**src/core/crypto_ctl_pkg.sv**
```systemverilog
// Package for the crypto control and OTP programming block: offsets, fields, encodings, timing.
// Assumes a plain address/strobe register port; control registers are 16 bits in the low data bits, text C words use all 32 bits.
package crypto_ctl_pkg;

  // Register byte offsets
  localparam logic [7:0] OFF_CONTROL_LOW = 8'h00;
  localparam logic [7:0] OFF_STATUS      = 8'h04;
  localparam logic [7:0] OFF_OTP_CONTROL = 8'h08;
  localparam logic [7:0] OFF_KEY_CONFIG  = 8'h0c;
  localparam logic [7:0] OFF_TEXT_C_LO   = 8'h10;
  localparam logic [7:0] OFF_TEXT_C_HI   = 8'h14;
  localparam logic [7:0] OFF_TEXT_B_CTR  = 8'h18;

  // Control low fields
  localparam int BIT_ENABLE     = 15;
  localparam int BIT_STOP_IDLE  = 13;
  localparam int BIT_WRAP_IE    = 12;
  localparam int BIT_DONE_IE    = 11;
  localparam int BIT_FREE_IE    = 10;
  localparam int BIT_START      = 8;
  localparam int FLD_OPMODE_LSB = 4;
  localparam int BIT_CIPHER_SEL = 3;
  localparam int FLD_CHAIN_LSB  = 0;

  // Status fields
  localparam int BIT_BUSY        = 7;
  localparam int BIT_ABORTED     = 5;
  localparam int BIT_WRAPPED     = 4;
  localparam int BIT_MODE_FAIL   = 2;
  localparam int BIT_KEY_FAIL    = 1;
  localparam int BIT_PROG_FAIL   = 0;

  // OTP control fields
  localparam int BIT_PROG_TEST   = 7;
  localparam int BIT_OTP_IE      = 6;
  localparam int BIT_TEST_MARK   = 5;
  localparam int BIT_RELOAD      = 1;
  localparam int BIT_WRITE_START = 0;
  localparam int FLD_PAGE_LSB    = 8;

  // Key config fields
  localparam int FLD_KEYSRC_LSB  = 0;
  localparam int FLD_KEYMOD_LSB  = 4;

  localparam logic [15:0] CONTROL_RESET = 16'h0000;
  localparam logic [15:0] CTRL_CLEAR_KEEP = 16'ha000;

  // Operating mode encodings
  localparam logic [3:0] OP_ENCRYPT  = 4'h0;
  localparam logic [3:0] OP_DECRYPT  = 4'h1;
  localparam logic [3:0] OP_KEY_EXP  = 4'h2;
  localparam logic [3:0] OP_RANDOM   = 4'ha;
  localparam logic [3:0] OP_SKEY_ENC = 4'he;
  localparam logic [3:0] OP_SKEY_LD  = 4'hf;

  // Chaining mode encodings
  localparam logic [2:0] CH_ECB = 3'h0;
  localparam logic [2:0] CH_CBC = 3'h1;
  localparam logic [2:0] CH_CFB = 3'h2;
  localparam logic [2:0] CH_OFB = 3'h3;
  localparam logic [2:0] CH_CTR = 3'h4;

  localparam logic [3:0] PAGE_CONFIG = 4'h0;
  localparam logic [3:0] PAGE_LAST   = 4'h7;

  // Timing
  localparam int CLK_MHZ       = 25;
  localparam int OP_TIME_NS    = 2000;
  localparam int OTP_WRITE_US  = 100;
  localparam int OTP_RELOAD_US = 20;
  localparam int OP_CYCLES     = (OP_TIME_NS * CLK_MHZ) / 1000;
  localparam int FREE_CYCLE    = OP_CYCLES / 2;
  localparam int OTP_WRITE_CYCLES  = OTP_WRITE_US * CLK_MHZ;
  localparam int OTP_RELOAD_CYCLES = OTP_RELOAD_US * CLK_MHZ;

  typedef enum logic [1:0] {
    ST_IDLE   = 2'b00,
    ST_WRITE  = 2'b01,
    ST_RELOAD = 2'b11
  } otp_state_t;

endpackage : crypto_ctl_pkg

```
**src/core/crypto_ctl.sv**
```systemverilog
// Control register set of the crypto engine plus the OTP key store programming sequencer.
// Assumes a single-cycle register port on CLK_IN; idle and peripheral-disable arrive as pins.
// How it works
// - Key config fail flag is combinational from settings, valid while disabled.
// - Program fail set means illegal page or module disabled; write start is refused.
// - Configuration page write burns text C low 32 bits, ones only.
// - Key page write burns text C low 64 bits, ones only.
// - Write start begins programming, self clears, OTP done event if enabled.
// - Reload bit after writes copies storage back; needed to finish.
// - Reload bit self clears at finish, OTP done event if enabled.
// - Disable during reload aborts it; keys unavailable until reload completes.
// - Setting test mark also sets the program test status bit.
// - No read path exposes OTP array contents.
// - Bit 15 enables the module.
// - Bit 13 set stops the running operation when idle is entered.
// - Bit 12 gives an event when the counter wraps to zero.
// - Bit 11 gives an event when an operation completes.
// - Bit 10 gives an event when the input text is consumed.
// - Bit 8 starts the operation, self clears; software clear aborts.
// - Mode, cipher and chaining fields are locked while operating.
// - Peripheral disable clears all bits but enable and stop-idle; reset clears all bits.
// - Operating mode codes decoded; others reserved.
// - Bit 3 selects AES or DES; bits 2:0 chaining, rest reserved.
`timescale 1ns/1ns
module crypto_ctl
  import crypto_ctl_pkg::*;
#(
  parameter int OTP_WRITE_CNT  = OTP_WRITE_CYCLES,
  parameter int OTP_RELOAD_CNT = OTP_RELOAD_CYCLES
) (
  // Clock and reset
  input  wire logic        CLK_IN,
  input  wire logic        SYS_RST_IN,
  // Register port
  input  wire logic [7:0]  ADDR_IN,
  input  wire logic [31:0] WDATA_IN,
  input  wire logic        WR_IN,
  input  wire logic        RD_IN,
  output logic      [31:0] RDATA_OUT,
  // System controls
  input  wire logic        PERIPH_DISABLE_IN,
  input  wire logic        IDLE_IN,
  // Interrupt events and status
  output logic             OP_DONE_EVT_OUT,
  output logic             INPUT_FREE_EVT_OUT,
  output logic             WRAP_EVT_OUT,
  output logic             OTP_DONE_EVT_OUT,
  output logic             KEYS_VALID_OUT,
  // OTP array write port
  output logic             OTP_WE_OUT,
  output logic      [3:0]  OTP_PAGE_OUT,
  output logic      [63:0] OTP_WDATA_OUT
);

  logic [15:0] control;
  logic [15:0] next_control;
  logic [15:0] otp_ctl;
  logic [15:0] next_otp_ctl;
  logic [15:0] key_cfg;
  logic [15:0] next_key_cfg;
  logic [63:0] text_c;
  logic [63:0] next_text_c;
  logic [7:0]  ctr;
  logic [7:0]  next_ctr;
  logic        aborted;
  logic        next_aborted;
  logic        wrapped;
  logic        next_wrapped;
  logic        keys_valid;
  logic        next_keys_valid;
  logic [15:0] op_cnt;
  logic [15:0] next_op_cnt;
  logic [31:0] otp_cnt;
  logic [31:0] next_otp_cnt;
  otp_state_t  otp_st;
  otp_state_t  next_otp_st;
  logic [31:0] rdata;
  logic [31:0] next_rdata;
  logic        ev_done, ev_free, ev_wrap, ev_otp, we;
  logic        next_ev_done, next_ev_free, next_ev_wrap, next_ev_otp, next_we;
  logic        idle_s1, idle_s2, pdis_s1, pdis_s2;

  logic        mode_fail;
  logic        key_fail;
  logic        prog_fail;
  logic [3:0]  page;
  logic        op_busy;
  logic        otp_busy;
  logic        start_ok;
  logic [3:0]  burn_page;
  logic        burn_ok;

  assign page     = otp_ctl[FLD_PAGE_LSB +: 4];
  assign op_busy  = control[BIT_START];
  assign otp_busy = (otp_st != ST_IDLE);

  // Fail checks on one candidate setting of the low control byte
  function automatic logic mode_bad(input logic [7:0] low);
    logic bad;
    bad = 1'b0;
    case (low[FLD_OPMODE_LSB +: 4])
      OP_ENCRYPT, OP_DECRYPT, OP_KEY_EXP, OP_RANDOM, OP_SKEY_ENC, OP_SKEY_LD: bad = 1'b0;
      default: bad = 1'b1;
    endcase
    if (low[FLD_CHAIN_LSB +: 3] > CH_CTR) begin
      bad = 1'b1;
    end
    return bad;
  endfunction : mode_bad

  // DES has no counter mode; reserved key modes fail
  function automatic logic key_bad(input logic [7:0] low, input logic [15:0] kcfg);
    logic [1:0] kmode;
    kmode = kcfg[FLD_KEYMOD_LSB +: 2];
    return (kmode == 2'b10 && !low[BIT_CIPHER_SEL]) ||
           (kmode == 2'b11 && low[BIT_CIPHER_SEL]) ||
           (!low[BIT_CIPHER_SEL] && low[FLD_CHAIN_LSB +: 3] == CH_CTR);
  endfunction : key_bad

  // Fail flags follow the current settings; mode and key fail are independent of enable, program fail is set while disabled
  always_comb begin
    mode_fail = mode_bad(control[7:0]);
    key_fail  = key_bad(control[7:0], key_cfg);
    prog_fail = (page > PAGE_LAST) || !control[BIT_ENABLE];
    // A start or burn is judged on the fields written with it, so stale legal fields cannot pass it
    start_ok  = WDATA_IN[BIT_ENABLE] && !wrapped && !mode_bad(WDATA_IN[7:0]) &&
                !key_bad(WDATA_IN[7:0], key_cfg);
    burn_page = WDATA_IN[FLD_PAGE_LSB +: 4];
    burn_ok   = (burn_page <= PAGE_LAST) && control[BIT_ENABLE];
  end

  // Synchronisers for pins from other domains
  always_ff @(posedge CLK_IN) begin
    if (SYS_RST_IN) begin
      idle_s1 <= 1'b0;
      idle_s2 <= 1'b0;
      pdis_s1 <= 1'b0;
      pdis_s2 <= 1'b0;
    end else begin
      idle_s1 <= IDLE_IN;
      idle_s2 <= idle_s1;
      pdis_s1 <= PERIPH_DISABLE_IN;
      pdis_s2 <= pdis_s1;
    end
  end

  always_comb begin
    next_control    = control;
    next_otp_ctl    = otp_ctl;
    next_key_cfg    = key_cfg;
    next_text_c     = text_c;
    next_ctr        = ctr;
    next_aborted    = aborted;
    next_wrapped    = wrapped;
    next_keys_valid = keys_valid;
    next_op_cnt     = op_cnt;
    next_otp_cnt    = otp_cnt;
    next_otp_st     = otp_st;
    next_rdata      = 32'h0000_0000;
    next_ev_done    = 1'b0;
    next_ev_free    = 1'b0;
    next_ev_wrap    = 1'b0;
    next_ev_otp     = 1'b0;
    next_we         = 1'b0;

    // Running operation: counts down, consumes input halfway, completes at zero
    if (op_busy) begin
      if (op_cnt == 16'(FREE_CYCLE)) begin
        next_ev_free = control[BIT_FREE_IE];
      end
      if (op_cnt == 16'h0001) begin
        next_control[BIT_START] = 1'b0;
        next_aborted = 1'b0;
        next_ev_done = control[BIT_DONE_IE];
        if (control[FLD_CHAIN_LSB +: 3] == CH_CTR) begin
          next_ctr = ctr + 8'h01;
          if (ctr == 8'hff) begin
            next_wrapped = 1'b1;
            next_ev_wrap = control[BIT_WRAP_IE];
          end
        end
      end
      next_op_cnt = op_cnt - 16'h0001;
      if (idle_s2 && control[BIT_STOP_IDLE]) begin
        next_control[BIT_START] = 1'b0;
        next_aborted = 1'b1;
      end
    end

    // OTP sequencer
    case (otp_st)
      ST_IDLE: begin
      end
      ST_WRITE: begin
        if (otp_cnt == 32'h0000_0001) begin
          next_otp_ctl[BIT_WRITE_START] = 1'b0;
          next_ev_otp = otp_ctl[BIT_OTP_IE];
          next_otp_st = ST_IDLE;
        end
        next_otp_cnt = otp_cnt - 32'h0000_0001;
      end
      ST_RELOAD: begin
        if (!control[BIT_ENABLE]) begin
          // Reload bit stays set so software sees that it must reload again
          next_otp_st = ST_IDLE;
          next_keys_valid = 1'b0;
        end else if (otp_cnt == 32'h0000_0001) begin
          next_otp_ctl[BIT_RELOAD] = 1'b0;
          next_ev_otp = otp_ctl[BIT_OTP_IE];
          next_keys_valid = 1'b1;
          next_otp_st = ST_IDLE;
        end
        next_otp_cnt = otp_cnt - 32'h0000_0001;
      end
      default: next_otp_st = ST_IDLE;
    endcase

    // Register writes
    if (WR_IN) begin
      case (ADDR_IN)
        OFF_CONTROL_LOW: begin
          next_control[BIT_ENABLE]    = WDATA_IN[BIT_ENABLE];
          next_control[BIT_STOP_IDLE] = WDATA_IN[BIT_STOP_IDLE];
          next_control[BIT_WRAP_IE]   = WDATA_IN[BIT_WRAP_IE];
          next_control[BIT_DONE_IE]   = WDATA_IN[BIT_DONE_IE];
          next_control[BIT_FREE_IE]   = WDATA_IN[BIT_FREE_IE];
          if (!op_busy) begin
            next_control[7:0] = WDATA_IN[7:0];
          end
          if (op_busy && !WDATA_IN[BIT_START] && next_control[BIT_START]) begin
            next_control[BIT_START] = 1'b0;
            next_aborted = 1'b1;
          end else if (!op_busy && WDATA_IN[BIT_START] && start_ok) begin
            next_control[BIT_START] = 1'b1;
            next_op_cnt = 16'(OP_CYCLES);
          end
        end
        OFF_STATUS: begin
          // Hardware set wins over a software clear in the same cycle
          if (WDATA_IN[BIT_ABORTED] == 1'b0 && !next_aborted) next_aborted = 1'b0;
          if (WDATA_IN[BIT_WRAPPED] == 1'b0 && !next_ev_wrap && !(op_busy && ctr == 8'hff && op_cnt == 16'h0001))
            next_wrapped = 1'b0;
          if (WDATA_IN[BIT_ABORTED] == 1'b0 && !(op_busy && idle_s2 && control[BIT_STOP_IDLE]))
            next_aborted = 1'b0;
        end
        OFF_OTP_CONTROL: begin
          next_otp_ctl[BIT_OTP_IE] = WDATA_IN[BIT_OTP_IE];
          if (!otp_busy) begin
            next_otp_ctl[FLD_PAGE_LSB +: 4] = WDATA_IN[FLD_PAGE_LSB +: 4];
          end
          if (WDATA_IN[BIT_TEST_MARK]) begin
            next_otp_ctl[BIT_TEST_MARK] = 1'b1;
            next_otp_ctl[BIT_PROG_TEST] = 1'b1;
          end
          if (!otp_busy && !op_busy && WDATA_IN[BIT_WRITE_START] && burn_ok) begin
            next_otp_ctl[BIT_WRITE_START] = 1'b1;
            next_otp_st = ST_WRITE;
            next_otp_cnt = 32'(OTP_WRITE_CNT);
            next_we = 1'b1;
            // A burn makes the loaded keys stale until the next reload
            next_keys_valid = 1'b0;
          end else if (!otp_busy && !op_busy && WDATA_IN[BIT_RELOAD] && control[BIT_ENABLE]) begin
            next_otp_ctl[BIT_RELOAD] = 1'b1;
            next_otp_st = ST_RELOAD;
            next_otp_cnt = 32'(OTP_RELOAD_CNT);
          end
        end
        OFF_KEY_CONFIG: begin
          if (!op_busy) begin
            next_key_cfg = {10'h000, WDATA_IN[5:0]};
          end
        end
        OFF_TEXT_C_LO: next_text_c[31:0] = WDATA_IN;
        OFF_TEXT_C_HI: next_text_c[63:32] = WDATA_IN;
        OFF_TEXT_B_CTR: begin
          if (!op_busy) begin
            next_ctr = WDATA_IN[7:0];
          end
        end
        default: begin
        end
      endcase
    end

    // Register reads; the OTP array itself has no read path
    if (RD_IN) begin
      case (ADDR_IN)
        OFF_CONTROL_LOW: next_rdata = {16'h0000, control};
        OFF_STATUS: next_rdata = {24'h00_0000, op_busy | otp_busy, 1'b0, aborted, wrapped,
                                  1'b0, mode_fail, key_fail, prog_fail};
        OFF_OTP_CONTROL: next_rdata = {16'h0000, otp_ctl};
        OFF_KEY_CONFIG: next_rdata = {16'h0000, key_cfg};
        OFF_TEXT_C_LO: next_rdata = text_c[31:0];
        OFF_TEXT_C_HI: next_rdata = text_c[63:32];
        OFF_TEXT_B_CTR: next_rdata = {24'h00_0000, ctr};
        default: next_rdata = 32'h0000_0000;
      endcase
    end

    // Peripheral disable holds the cleared state
    if (pdis_s2) begin
      next_control = control & CTRL_CLEAR_KEEP;
      next_otp_ctl = 16'h0000;
      next_key_cfg = 16'h0000;
      next_aborted = 1'b0;
      next_wrapped = 1'b0;
      next_otp_st  = ST_IDLE;
      next_ev_done = 1'b0;
      next_ev_free = 1'b0;
      next_ev_wrap = 1'b0;
      next_ev_otp  = 1'b0;
      next_we      = 1'b0;
    end
  end

  always_ff @(posedge CLK_IN) begin
    if (SYS_RST_IN) begin
      control    <= CONTROL_RESET;
      otp_ctl    <= 16'h0000;
      key_cfg    <= 16'h0000;
      text_c     <= 64'h0;
      ctr        <= 8'h00;
      aborted    <= 1'b0;
      wrapped    <= 1'b0;
      keys_valid <= 1'b0;
      op_cnt     <= 16'h0000;
      otp_cnt    <= 32'h0000_0000;
      otp_st     <= ST_IDLE;
      rdata      <= 32'h0000_0000;
      ev_done    <= 1'b0;
      ev_free    <= 1'b0;
      ev_wrap    <= 1'b0;
      ev_otp     <= 1'b0;
      we         <= 1'b0;
      OTP_PAGE_OUT  <= 4'h0;
      OTP_WDATA_OUT <= 64'h0;
    end else begin
      control    <= next_control;
      otp_ctl    <= next_otp_ctl;
      key_cfg    <= next_key_cfg;
      text_c     <= next_text_c;
      ctr        <= next_ctr;
      aborted    <= next_aborted;
      wrapped    <= next_wrapped;
      keys_valid <= next_keys_valid;
      op_cnt     <= next_op_cnt;
      otp_cnt    <= next_otp_cnt;
      otp_st     <= next_otp_st;
      rdata      <= next_rdata;
      ev_done    <= next_ev_done;
      ev_free    <= next_ev_free;
      ev_wrap    <= next_ev_wrap;
      ev_otp     <= next_ev_otp;
      we         <= next_we;
      if (next_we) begin
        OTP_PAGE_OUT <= burn_page;
        // Config page takes only the low word
        OTP_WDATA_OUT <= (burn_page == PAGE_CONFIG) ? {32'h0000_0000, text_c[31:0]} : text_c;
      end
    end
  end

  assign RDATA_OUT          = rdata;
  assign OP_DONE_EVT_OUT    = ev_done;
  assign INPUT_FREE_EVT_OUT = ev_free;
  assign WRAP_EVT_OUT       = ev_wrap;
  assign OTP_DONE_EVT_OUT   = ev_otp;
  assign KEYS_VALID_OUT     = keys_valid;
  assign OTP_WE_OUT         = we;

endmodule : crypto_ctl

```
**config.mk**
```make
export PLATFORM = sky130hd
export DESIGN_NAME = crypto_ctl
export DESIGN_NICKNAME = d
export VERILOG_FILES = /design/src/core/crypto_ctl_pkg.sv /design/src/core/crypto_ctl.sv
export SDC_FILE = /design/constraint.sdc
export NUM_CORES = 1
export LEC_CHECK = 0
export BUFFER_PORTS_ARGS = -buffer_cell sky130_fd_sc_hd__buf_2
export CELL_PAD_IN_SITES_DETAIL_PLACEMENT = 0
export CELL_PAD_IN_SITES_GLOBAL_PLACEMENT = 1
export CORE_AREA = 4 4 203 126
export CTS_BUF_LIST = sky130_fd_sc_hd__clkbuf_8
export CTS_CLUSTER_SIZE = 28
export DETAILED_ROUTE_END_ITERATION = 8
export DIE_AREA = 0 0 207 130
export GPL_ROUTABILITY_DRIVEN = 0
export GPL_TIMING_DRIVEN = 0
export PLACE_DENSITY = 0.81
export SLEW_MARGIN = 20
export SYNTH_ARGS = -nofsm -noshare
export SYNTH_HDL_FRONTEND = slang
export SYNTH_SLANG_ARGS = --single-unit
```
**constraint.sdc**
```tcl
create_clock -name CLK_IN -period 7.13 [get_ports CLK_IN]
set_input_delay 0.713 -clock CLK_IN [delete_from_list [all_inputs] [get_ports CLK_IN]]
set_output_delay 0.713 -clock CLK_IN [all_outputs]
set_load 0.02 [all_outputs]
```
# Yosys cells after proc, flatten, opt, wreduce, memory -nomap -nowiden
# Cells that the tools add are included.
# op_classes
n_reduce_logical,68
n_bitwise,9
order_cmp,4
shifts,0
n_div,0
n_mul,0
n_eq_ne,26
add_sub_neg,3
mux,79
# ops
op,count
32-bit one-hot mux with 7 select lines,1
32-bit two-way mux,5
16-bit two-way mux,5
64-bit two-way mux,1
8-bit two-way mux,7
1-bit two-way mux,47
32-bit by 1-bit equality test with 1-bit output (second input constant),1
32-bit by 1-bit subtractor with 32-bit output (second input constant),1
1-bit logical AND,28
4-bit equality test (second input constant),6
8-bit by 5-bit equality test with 1-bit output (second input constant),3
9-bit two-way mux,2
16-bit by 1-bit equality test with 1-bit output (second input constant),1
16-bit by 5-bit equality test with 1-bit output (second input constant),1
8-bit by 4-bit equality test with 1-bit output (second input constant),2
2-bit two-way mux,8
16-bit by 1-bit subtractor with 16-bit output (second input constant),1
3-bit AND reduction,5
1-bit zero test,13
4-bit zero test,3
6-bit OR reduction,2
8-bit by 1-bit adder with 8-bit output (second input constant),1
4-bit by 1-bit equality test with 1-bit output (second input constant),2
4-bit by 2-bit equality test with 1-bit output (second input constant),2
other kinds (19),41
# totals
mem_count,0
mem_bits_ro,0
in_bits,46
ff_bits,262
latchBits,0
output_inout_bits,106
ramBits,0
elab_cells,219

# Longest topological paths before layout
# Gate-level depths: netlist of run 1.
# depth
depth_word,12
depth_mapped,10
ltp_nobuf,7

# Worst setup path before layout of run 1
# OpenSTA, ideal clock, no wires.
# synth_path
kind,input-to-reg
from,input ADDR_IN[4]
to,register OTP_WDATA_OUT[54]
required_ps,7016
path_stages,10
path_slack_ps,4516
arrival_time_ps,2500
n_path_buf,5
setup_ps,114
path_cell_list,buf_2 nor4_1 buf_2 nand2_1 or3_1 clkbuf_1 clkbuf_1 buf_2 nand3_1 nand2_1
# synth_via
elab_chain_cells,4
# synth_rtl
item,line,source
"start, declared",crypto_ctl.sv:35,"input wire logic [7:0] ADDR_IN,"
8-bit by 4-bit equality test with 1-bit output,crypto_ctl.sv:220,case (ADDR_IN)
1-bit two-way mux,crypto_ctl.sv:220,
1-bit two-way mux,crypto_ctl.sv:219,if (WR_IN) begin
1-bit two-way mux,crypto_ctl.sv:301,if (pdis_s2) begin
"end signal, assigned",crypto_ctl.sv:358,"OTP_WDATA_OUT <= (burn_page == PAGE_CONFIG) ? {32'h0000_0000, text_c[31:0]} : text_c;"
"end, declared",crypto_ctl.sv:52,output logic [63:0] OTP_WDATA_OUT
# Every way passes these cells.
# A chain may end at the register's enable or synchronous reset.

# Worst setup path after layout of run 1
# layout_path
from,input ADDR_IN[4]
to,register OTP_WDATA_OUT[62]
# The elaborated chain is that of the path after synthesis.

==> impl_metrics.sql, run 1 <==
INSERT INTO impl_metrics (metric_group, metric, value, unit) VALUES
('global_route', 'via_count_of_the_first_global_routing_pass', '9210', ''),
('placed_design', 'place_area', '11600', 'sq um'),
('global_route', 'first_pass_grt_wire_length', '52700', 'microns'),
('synthesis', 'synth_area_leaders', 'sky130_fd_sc_hd__dfxtp_1 (50%), sky130_fd_sc_hd__nand2_1 (9.6%), sky130_fd_sc_hd__a21oi_1 (5.8%)', ''),
('timing', 'final_period_minus_worst_setup_slack', '2980', 'ps'),
('min_path', 'hp-class', 'in -> reg', ''),
('synthesis', 'synth_top_flop_cell', 'sky130_fd_sc_hd__dfxtp_1', ''),
('placed_design', 'place_hpwl', '25100', 'microns'),
('floorplan', 'floorplan.core_area', '23800', 'sq um'),
('critical_path', 'worstPathArrival', '3410', 'ps'),
('synthesis', 'ys.warnings.count', '0', ''),
('min_path', 'min-delay-start', 'PERIPH_DISABLE_IN', ''),
('synthesis', 'synthXorXnorAreaFrac', '3.67', '%'),
('critical_path', 'worst_path_dominant_cell_family', 'buffers and inverters', ''),
('synthesis', 'synth_seq_area_share', '50.0', '%'),
('synthesis', 'post_synth_instance_area', '10500', 'sq um'),
('cts', 'clock_latency', '560', 'ps'),
('placed_design', 'port-buffer-count', '144', ''),
('critical_path', 'cp_max_stage_cell', 'sky130_fd_sc_hd__or3_1', ''),
('critical_path', 'critical_path_class', 'in -> reg', ''),
('synthesis', 'ys_seq_elements', '262', ''),
('cts', 'tritoncts_clock_tree', 'done', ''),
('finish', 'drive_above_1_share', '16.2', '%'),
('timing', 'final_hold_viol_count', '0', ''),
('routing', 'drt_pre_antenna_iters', '6', ''),
('timing', 'maxSlewViolCount', '0', ''),
('critical_path', 'worstSetupStartpoint', 'ADDR_IN[4]', ''),
('synthesis', 'synth_top_area_share', '50.0', '%'),
('synthesis', 'mean_area_per_synthesized_cell', '8.33', 'sq um'),
('finish', 'post-route-cell-area', '12500', 'sq um'),
('synthesis', 'synth_area_in_adders', '0.596', '%'),
('finish', 'fillers', '2381', ''),
('critical_path', 'critical_path.n_buffers_inverters', '5', ''),
('finish', 'most_common_library_cell_in_the_layout_ignoring_fill_and_taps', 'sky130_fd_sc_hd__nand2_1', ''),
('pwr', 'static-leakage-power', '0.00494', 'uW'),
('cts', 'cts_num_sinks', '262', ''),
('cts', 'max_clock_buf_depth', '3', ''),
('global_route', 'maximum_number_of_pins_on_one_net_before_global_route_repair', '11', ''),
('synthesis', 'post_synth_num_cell_types', '61', ''),
('timing', 'slew-limit-headroom', '26.8', '%'),
('critical_path', 'startpoint_type', 'input port', ''),
('routing', 'route.final.wire_length', '34200', 'microns'),
('synthesis', 'synth_compound_area_share', '12.5', '%'),
('cts', 'root_buffer', 'sky130_fd_sc_hd__clkbuf_8', ''),
('critical_path', 'r2r-start', 'control[8]', ''),
('floorplan', 'design.portCount', '152', ''),
('finish', 'multi_input_comb_area', '4870', 'sq um'),
('cts', 'numCtsBuffers', '41', ''),
('finish', 'most-common-layout-cells', 'sky130_fd_sc_hd__nand2_1 (268), sky130_fd_sc_hd__dfxtp_1 (262), sky130_fd_sc_hd__buf_2 (160), sky130_fd_sc_hd__a21oi_1 (122), sky130_fd_sc_hd__nor2_1 (121)', ''),
('pwr', 'powerDensity', '229', 'nW/um^2'),
('timing', 'grt_setup_unrepaired', 'no', ''),
('cts', 'deepest_level_of_the_cts_h_tree', '2', ''),
('synthesis', 'synth_edf_count', '0', ''),
('floorplan', 'fp.dieArea', '26900', 'sq um'),
('timing', 'report.final.setup_viol', '0', ''),
('routing', 'detail_route.vias_per_cell', '5.45', ''),
('routing', 'vias', '9798', ''),
('critical_path', 'worst_path_most_repeated_cell', 'sky130_fd_sc_hd__buf_2', ''),
('run_status', 'run_status', 'finished, final reports clean', ''),
('timing', 'worst_slew_pin_slew', '1090', 'ps'),
('critical_path', 'critical_path.cell_chain', 'buf_2 > nor4_1 > buf_2 > nand2_1 > or3_1 > clkbuf_1 > clkbuf_1 > buf_2 > nand3_1 > nand2_1', ''),
('pwr', 'vdd_drop_max', '0.108', 'mV'),
('global_route', 'grt_antenna_before_repair', '3', ''),
('run', 'drv.max_cap_violation_count', '0', ''),
('floorplan', 'die_w', '207', 'microns'),
('routing', 'dr.first_iter.drc_count', '1016', ''),
('cts', 'cts.reportedPaths.clkPinSlew', '60', 'ps'),
('timing', 'post_route_setup_tns', '0', 'ps'),
('routing', 'postRouteAntennaNets', '0', ''),
('timing', 'final.period_utilization', '41.9', '%'),
('cts', 'post_cts_resize_count', '0', '');
==> layer usage <==
metal / wire [microns] / up-vias / part of all wire, % / global-route usage (%)
met1: 17200 / 4630 / 50 / 38.5
met3: 2940 / 57 / 8.6 / 5.96
met2: 13400 / 383 / 39 / 33.6
met4: 611 / 4 / 1.8 / 6.33
li1: - / 4724 / - / -
met5: 22 / - / 0.064 / 0.517
==> final timing paths <==
kind	slack [ps]	endpoint	cells past startpoint
setup reg to reg	4390	OTP_WDATA_OUT[62]	8
hold reg to reg	440	idle_s2	1
setup / recovery	4150	OTP_WDATA_OUT[62]	10
hold / removal	400	pdis_s1	2
==> cell families (layout without fill, tap and decap cells) <==
group	count (synthesis)	count (layout)
adders and majority gates	5	5
buffers and inverters	94	309
muxes	36	36
DFF	262	262
AOI/OAI and AO/OA	218	218
other	0	1
and+or+nand+nor	601	601
xor gates and xnor gates	44	44
==> power breakdown <==
| group | total [uW] | internal [uW] | switching [uW] |
|---|---|---|---|
| Clock | 1300 | 690 | 607 |
| Combinational | 89.4 | 21.1 | 68.2 |
| Sequential | 1470 | 1470 | 1.48 |
==> state kept, by name, indices dropped and copies added, names as in the netlist, 4 cells and up <==
name,count
control,14
ctr,8
OTP_PAGE_OUT,4
RDATA_OUT,32
otp_ctl,8
op_cnt,16
text_c,64
OTP_WDATA_OUT,64
key_cfg,6
otp_cnt,32
==> stage by stage <==
stage	hold slack, ps	power (uW)	util (%)	worst slack, ps	cells
6_report	400	2850	52.4	4150	1798
5_1_grt	395	2950	52.4	4030	1798
4_1_cts	367	2870	52.4	4290	1797
3_5_place_dp	433	1590	48.9	3700	1726
3_3_place_gp	429	1590	48.8	3620	1726
2_1_floorplan	414	1540	-	4520	1260
==> cells in the mapped netlist, drive strengths merged, types with 4 or more instances <==
cell	number
inv	11
a21oi	122
buf	22
or3	17
a22oi	27
o31ai	5
or4	8
nor2b	11
nor3	27
ha	5
a211oi	8
mux2	5
nor3b	6
clkbuf	61
nand4	12
mux2i	31
o21ai	21
xnor2	33
xor2	11
nor2	123
a222oi	4
nand2	268
nor4b	4
nor4	19
and2	7
nand3	81
dfxtp	262
a22o	9
==> layout make-up <==
type	count	area share, %
flip-flops and latches	262	42.1
multi-input cells	904	39.1
repair buffers	144	5.79
clock buffers	52	5.75
well taps	322	3.23
plain buffers	83	2.78
clock inverters	19	0.844
inverters	11	0.332
diodes	1	0.0201
==> worst register-to-register path: cells and delay by family, from the launching register on <==
kind,cells,cell delay (ps)
simple gates,5,810
buf+inv,3,1340
flops,1,520
Power figures use the tool's default switching activity.
==> inputs of run 2 (changes only) <==
--- a/config.mk
+++ b/config.mk
@@ -8,14 +8,14 @@
 export BUFFER_PORTS_ARGS = -buffer_cell sky130_fd_sc_hd__buf_2
 export CELL_PAD_IN_SITES_DETAIL_PLACEMENT = 0
 export CELL_PAD_IN_SITES_GLOBAL_PLACEMENT = 1
-export CORE_AREA = 4 4 203 126
+export CORE_AREA = 4 4 205 127
 export CTS_BUF_LIST = sky130_fd_sc_hd__clkbuf_8
 export CTS_CLUSTER_SIZE = 28
 export DETAILED_ROUTE_END_ITERATION = 8
-export DIE_AREA = 0 0 207 130
+export DIE_AREA = 0 0 209 131
 export GPL_ROUTABILITY_DRIVEN = 0
 export GPL_TIMING_DRIVEN = 0
-export PLACE_DENSITY = 0.81
+export PLACE_DENSITY = 0.8
 export SLEW_MARGIN = 20
 export SYNTH_ARGS = -nofsm -noshare
 export SYNTH_HDL_FRONTEND = slang
==> constraint.sdc (replaced) <==
create_clock -name CLK_IN -period 3 [get_ports CLK_IN]
set_input_delay 0.3 -clock CLK_IN [delete_from_list [all_inputs] [get_ports CLK_IN]]
set_output_delay 0.3 -clock CLK_IN [all_outputs]
set_load 0.02 [all_outputs]
==> impl_metrics.sql, run 2 (synthesized netlist as in run 1, its figures left out) <==
INSERT INTO impl_metrics (metric_group, metric, value, unit) VALUES
('critical_path', 'critical_path.n_buffers_inverters', '0', ''),
('global_route', 'first_pass_grt_wire_length', '53000', 'microns'),
('pwr', 'static-leakage-power', '0.00502', 'uW'),
('routing', 'detail_route.vias_per_cell', '5.45', ''),
('finish', 'ff_latch_area', '5250', 'sq um'),
('timing', 'slew-limit-headroom', '25.0', '%'),
('critical_path', 'cp_max_stage_cell', 'sky130_fd_sc_hd__nor3b_1', ''),
('critical_path', 'cp_max_fo', '9', ''),
('finish', 'drive_above_1_share', '15.9', '%'),
('timing', 'holdWs', '29.4', 'ps'),
('timing', 'finClkSkew', '24.5', 'ps'),
('routing', 'drt-wirelength-per-cell', '19.1', 'microns'),
('finish', 'largestRegisters', 'OTP_WDATA_OUT (64), text_c (64)', ''),
('global_route', 'maximum_number_of_pins_on_one_net_before_global_route_repair', '12', ''),
('floorplan', 'initial_core_util', '43.7', '%'),
('run', 'drv.max_cap_violation_count', '0', ''),
('cts', 'cts_num_sinks', '262', ''),
('floorplan', 'floorplan.core_area', '24000', 'sq um'),
('finish', 'area_delta_synth_final', '20.6', '%'),
('cts', 'root_buffer', 'sky130_fd_sc_hd__clkbuf_8', ''),
('global_route', 'grt_antenna_before_repair', '2', ''),
('critical_path', 'critical_path.endpoint_type', 'register', ''),
('global_route', 'global_route_overflow', '0', ''),
('finish', 'final_net_count', '1518', ''),
('finish', 'fillers', '2405', ''),
('floorplan', 'die_w', '209', 'microns'),
('timing', 'maxSlewViolCount', '0', ''),
('finish', 'multi_input_comb_area', '4870', 'sq um'),
('pwr', 'vdd_drop_max', '0.316', 'mV'),
('routing', 'postRouteAntennaNets', '0', ''),
('timing', 'final.period_utilization', '90.0', '%'),
('critical_path', 'worst_path_dominant_cell_family', 'simple AND/OR/NAND/NOR gates', ''),
('placed_design', 'port-buffer-count', '144', ''),
('cts', 'clock_latency', '570', 'ps'),
('min_path', 'hp-class', 'in -> reg', ''),
('critical_path', 'timing.critical_path.slowest_cell_delay', '950', 'ps'),
('critical_path', 'critical_path.cell_chain', 'nor3b_1 > nand2_1 > nor4_1 > xnor2_1 > a211oi_1', ''),
('routing', 'route.final.wire_length', '34800', 'microns'),
('critical_path', 'cp_data_required_time', '3480', 'ps'),
('global_route', 'via_count_of_the_first_global_routing_pass', '9141', ''),
('floorplan', 'design.portCount', '152', ''),
('critical_path', 'critical_path_class', 'reg -> reg', ''),
('timing', 'worst_slew_pin_slew', '1120', 'ps'),
('timing', 'grt_setup_unrepaired', 'no', ''),
('run_status', 'run_status', 'finished, final reports clean', ''),
('routing', 'drt_pre_antenna_iters', '6', ''),
('placed_design', 'pre_cts_setup_slack', '-0.539', 'ps'),
('finish', 'most_common_library_cell_in_the_layout_ignoring_fill_and_taps', 'sky130_fd_sc_hd__nand2_1', ''),
('floorplan', 'die_h', '131', 'microns'),
('critical_path', 'startpoint_type', 'register', ''),
('timing', 'timing.fmax', '370', 'MHz'),
('global_route', 'globalRouteTotalUtil', '24.6', '%'),
('routing', 'vias', '9908', ''),
('timing', 'minimum_setup_slack_in_the_final_design', '300', 'ps'),
('floorplan', 'fp.dieArea', '27400', 'sq um'),
('finish', 'most-common-layout-cells', 'sky130_fd_sc_hd__nand2_1 (268), sky130_fd_sc_hd__dfxtp_1 (262), sky130_fd_sc_hd__buf_2 (160), sky130_fd_sc_hd__a21oi_1 (122), sky130_fd_sc_hd__nor2_1 (121)', ''),
('routing', 'drc_errors', '0', ''),
('routing', 'dr.first_iter.drc_count', '1039', ''),
('pwr', 'powerDensity', '535', 'nW/um^2'),
('timing', 'final_period_minus_worst_setup_slack', '2700', 'ps'),
('cts', 'numCtsBuffers', '40', ''),
('cts', 'tritoncts_clock_tree', 'done', ''),
('cts', 'cts.reportedPaths.clkPinSlew', '70', 'ps'),
('placed_design', 'place_hpwl', '25500', 'microns'),
('cts', 'postCtsSetupRepairBufs', '0', ''),
('cts', 'max_clock_buf_depth', '3', ''),
('critical_path', 'worstPathArrival', '3180', 'ps'),
('floorplan', 'number_of_placement_rows', '44', ''),
('timing', 'final_hold_viol_count', '0', ''),
('timing', 'report.final.setup_viol', '0', ''),
('finish', 'n_antenna_cell', '0', ''),
('cts', 'deepest_level_of_the_cts_h_tree', '2', '');
==> run 2: cell count changes in the layout (fill, tap and decap cells not counted) <==
cell / previous run / this run
sky130_fd_sc_hd__clkbuf_8: 52 / 50
sky130_fd_sc_hd__clkinvlp_4: 0 / 1
sky130_fd_sc_hd__diode_2: 1 / 0
sky130_fd_sc_hd__dlygate4sd3_1: 0 / 21
sky130_fd_sc_hd__inv_1: 26 / 27
sky130_fd_sc_hd__inv_8: 0 / 1
sky130_fd_sc_hd__nor3b_1: 5 / 6
sky130_fd_sc_hd__nor3b_2: 1 / 0
==> run 2: where the power goes <==
part | total, uW | switching [uW] | internal (uW)
Combinational | 235 | 167 | 68.1
Clock | 3050 | 1450 | 1600
Sequential | 3490 | 3.81 | 3480
==> run 2: path summary, 6_finish.rpt <==
path / slack (ps) / to / cells past startpoint / from
worst max register to register: 300 / ctr[6] / 5 / control[8]
worst min-delay path: 30 / text_c[9] / 3 / WDATA_IN[9]
worst max-delay path: 300 / ctr[6] / 5 / control[8]
worst min register to register: 450 / idle_s2 / 1 / idle_s1
==> run 2: metal layers <==
layer | global-route usage [%] | up-vias | part of all wire, %
li1 | - | 4771 | -
met1 | 38.2 | 4664 | 50
met2 | 33.1 | 403 | 39
met3 | 7.09 | 66 | 9.2
met4 | 5.83 | 4 | 1.8
met5 | 0 | - | 0.040
==> run 2: cell type report <==
class                      instances  area share (%)
sequential                       262            41.5
multi-input combinational        904            38.5
timing repair buffer             165            7.36
clock buffer                      50            5.44
tap                              322            3.18
buffer                            83            2.74
clock inverter                    22            1.01
inverter                          11           0.326
==> run 2: per-stage QoR <==
step	area [sq um]	power [uW]	instances	setup TNS [ps]	util [%]
3_5_place_dp	11600	3770	1726	-0.747	48.4
6_report	12700	6770	1819	0	52.7
2_1_floorplan	10500	3660	1260	0	-
3_3_place_gp	11600	3770	1726	-2330	48.4
5_1_grt	12700	7000	1819	0	52.7
4_1_cts	12700	6810	1819	0	52.7
==> run 2: tightest hold or removal path: stages <==
cell	delay (ps)
sky130_fd_sc_hd__buf_2	140
sky130_fd_sc_hd__nand2_1	60
sky130_fd_sc_hd__a21oi_1	50
==> run 2: timing repair <==
action,4_1_cts,5_1_grt
gates resized for setup,0,0
endpoints found under the hold margin,35,0
hold buffers,21,0
==> inputs of run 3 (changes only) <==
--- a/config.mk
+++ b/config.mk
@@ -5,7 +5,7 @@
 export SDC_FILE = /design/constraint.sdc
 export NUM_CORES = 1
 export LEC_CHECK = 0
-export BUFFER_PORTS_ARGS = -buffer_cell sky130_fd_sc_hd__buf_2
+export BUFFER_PORTS_ARGS = -buffer_cell sky130_fd_sc_hd__buf_4
 export CELL_PAD_IN_SITES_DETAIL_PLACEMENT = 0
 export CELL_PAD_IN_SITES_GLOBAL_PLACEMENT = 1
 export CORE_AREA = 4 4 205 127
@@ -20,3 +20,4 @@
 export SYNTH_ARGS = -nofsm -noshare
 export SYNTH_HDL_FRONTEND = slang
 export SYNTH_SLANG_ARGS = --single-unit
+export TNS_END_PERCENT = 1
==> impl_metrics.sql, run 3 (synthesized netlist as in run 1, its figures left out) <==
INSERT INTO impl_metrics (metric_group, metric, value, unit) VALUES
('timing', 'timing.fmax', '374', 'MHz'),
('floorplan', 'design.portCount', '152', ''),
('pwr', 'seq_power_share', '52.7', '%'),
('global_route', 'grt_antenna_before_repair', '0', ''),
('placed_design', 'place_hpwl', '25800', 'microns'),
('cts', 'cts_num_sinks', '262', ''),
('cts', 'max_clock_buf_depth', '3', ''),
('pwr', 'pwr-share-clk', '43.4', '%'),
('finish', 'largestRegisters', 'OTP_WDATA_OUT (64), text_c (64)', ''),
('critical_path', 'startpoint_type', 'register', ''),
('critical_path', 'cp_max_fo', '10', ''),
('placed_design', 'place_area', '12000', 'sq um'),
('timing', 'minimum_setup_slack_in_the_final_design', '325', 'ps'),
('cts', 'numCtsBuffers', '40', ''),
('finish', 'n_antenna_cell', '0', ''),
('pwr', 'static-leakage-power', '0.00500', 'uW'),
('floorplan', 'floorplan.core_area', '24000', 'sq um'),
('routing', 'route.final.wire_length', '35000', 'microns'),
('pwr', 'vdd_drop_max', '0.277', 'mV'),
('global_route', 'maximum_number_of_pins_on_one_net_before_global_route_repair', '11', ''),
('critical_path', 'critical_path.endpoint_type', 'register', ''),
('critical_path', 'critical_path.cell_chain', 'nor3b_1 > nand3_1 > or3_1 > clkbuf_1 > clkbuf_1 > buf_2 > nand3_1 > nand2_1', ''),
('routing', 'dr.first_iter.drc_count', '1026', ''),
('cts', 'postCtsSetupRepairBufs', '0', ''),
('floorplan', 'fp.dieArea', '27400', 'sq um'),
('routing', 'drt_pre_antenna_iters', '5', ''),
('finish', 'most-common-layout-cells', 'sky130_fd_sc_hd__nand2_1 (268), sky130_fd_sc_hd__dfxtp_1 (262), sky130_fd_sc_hd__buf_4 (144), sky130_fd_sc_hd__a21oi_1 (122), sky130_fd_sc_hd__nor2_1 (121)', ''),
('placed_design', 'port-buffer-count', '144', ''),
('pwr', 'switching_share', '23.9', '%'),
('routing', 'drc_errors', '0', ''),
('routing', 'detail_route.vias_per_cell', '5.43', ''),
('timing', 'worst_slew_pin_slew', '1080', 'ps'),
('run_status', 'run_status', 'finished, final reports clean', ''),
('cts', 'root_buffer', 'sky130_fd_sc_hd__clkbuf_8', ''),
('placed_design', 'pre_cts_setup_slack', '21.9', 'ps'),
('timing', 'slew-limit-headroom', '27.4', '%'),
('routing', 'postRouteAntennaNets', '0', ''),
('cts', 'deepest_level_of_the_cts_h_tree', '2', ''),
('pwr', 'comb_power_share', '3.8', '%'),
('routing', 'vias', '9851', ''),
('global_route', 'globalRouteTotalUtil', '25.1', '%'),
('critical_path', 'timing.critical_path.slowest_cell_delay', '510', 'ps'),
('finish', 'final_net_count', '1519', ''),
('pwr', 'internal_power', '5030', 'uW'),
('floorplan', 'die_w', '209', 'microns'),
('cts', 'clock_latency', '580', 'ps'),
('timing', 'grt_setup_unrepaired', 'no', ''),
('finish', 'drive_above_1_share', '15.8', '%'),
('floorplan', 'initial_core_util', '43.7', '%'),
('critical_path', 'cp_max_stage_cell', 'sky130_fd_sc_hd__dfxtp_1', ''),
('global_route', 'global_route_overflow', '0', ''),
('finish', 'area_delta_synth_final', '23.5', '%'),
('timing', 'final.period_utilization', '89.2', '%'),
('finish', 'most_common_library_cell_in_the_layout_ignoring_fill_and_taps', 'sky130_fd_sc_hd__nand2_1', ''),
('critical_path', 'critical_path_class', 'reg -> reg', ''),
('floorplan', 'die_h', '131', 'microns'),
('timing', 'final_period_minus_worst_setup_slack', '2680', 'ps'),
('min_path', 'hp-class', 'in -> reg', ''),
('run', 'drv.max_cap_violation_count', '0', ''),
('finish', 'post-route-cell-area', '13000', 'sq um'),
('critical_path', 'worstPathArrival', '3130', 'ps'),
('floorplan', 'number_of_placement_rows', '44', ''),
('timing', 'final_hold_viol_count', '0', ''),
('global_route', 'via_count_of_the_first_global_routing_pass', '9391', ''),
('critical_path', 'cp_data_required_time', '3450', 'ps'),
('routing', 'drt-wirelength-per-cell', '19.3', 'microns'),
('pwr', 'switching_power', '1580', 'uW'),
('global_route', 'first_pass_grt_wire_length', '53700', 'microns'),
('timing', 'finClkSkew', '34.0', 'ps'),
('cts', 'cts.reportedPaths.clkPinSlew', '70', 'ps'),
('cts', 'tritoncts_clock_tree', 'done', ''),
('timing', 'maxSlewViolCount', '0', ''),
('pwr', 'powerDensity', '510', 'nW/um^2'),
('timing', 'report.final.setup_viol', '0', '');
[run 3: cell count changes in the layout (fill, tap and decap cells not counted), sizes merged]
cell and change:
bufinv -1, clkbuf -1, dlygate4sd3 +1, inv -5
[run 3: worst max-delay path: cells and delay by family, from the launching register on]
kind                   cells  cell delay (ps)
DFF                        1              510
buffers and inverters      3              910
and+or+nand+nor            5             1140
[run 3: timing repair]
item,CTS,global route
hold buffers,22,0
resized for setup,0,0
endpoints found under the hold margin,34,0
[run 3: final cells by class]
| type | instances | area, sq um |
|---|---|---|
| well taps | 322 | 403 |
| fillers | 2302 | 11000 |
| multi-input cells | 904 | 4870 |
| clock buffers | 49 | 674 |
| clock inverters | 16 | 71.3 |
| repair buffers | 166 | 1300 |
| flip-flops and latches | 262 | 5250 |
| inverters | 11 | 41.3 |
| plain buffers | 83 | 347 |
[run 3: worst paths after layout]
check	end	cells past startpoint	from	slack, ps
worst max-delay path	OTP_WDATA_OUT[49]	8	control[15]	320
worst min-delay path	text_c[44]	3	WDATA_IN[12]	40
worst max register to register	OTP_WDATA_OUT[49]	8	control[15]	320
worst min register to register	idle_s2	1	idle_s1	430
[run 3: stage by stage]
| step | util [%] | TNS [ps] | total power [uW] | instances | hold WS [ps] |
|---|---|---|---|---|---|
| 6_report | 54.0 | 0 | 6610 | 1813 | 37.5 |
| 5_1_grt | 54.0 | 0 | 6840 | 1813 | 29.5 |
| 4_1_cts | 54.0 | 0 | 6660 | 1813 | 2.51 |
| 3_5_place_dp | 49.9 | 0 | 3790 | 1726 | 422 |
| 3_3_place_gp | 49.9 | -1430 | 3790 | 1726 | 420 |
| 2_1_floorplan | - | 0 | 3660 | 1260 | 414 |
[run 3: power groups by stage]
| stage | logic (uW) | clock network (uW) | registers [uW] |
|---|---|---|---|
| floorplan | 99.0 | 0 | 3560 |
| global placement | 224 | 0 | 3560 |
| detailed placement | 225 | 0 | 3560 |
| CTS | 249 | 2930 | 3490 |
| global route | 270 | 3090 | 3480 |
| finish | 254 | 2870 | 3490 |
[run 3: per-layer routing]
metal / GRT usage, % / part of all wire (%) / wire length [microns]
met5: 0 / 0 / 0
met4: 7.02 / 2.1 / 723
met3: 7.28 / 9.9 / 3470
met2: 33.7 / 39 / 13600
met1: 38.5 / 49 / 17200
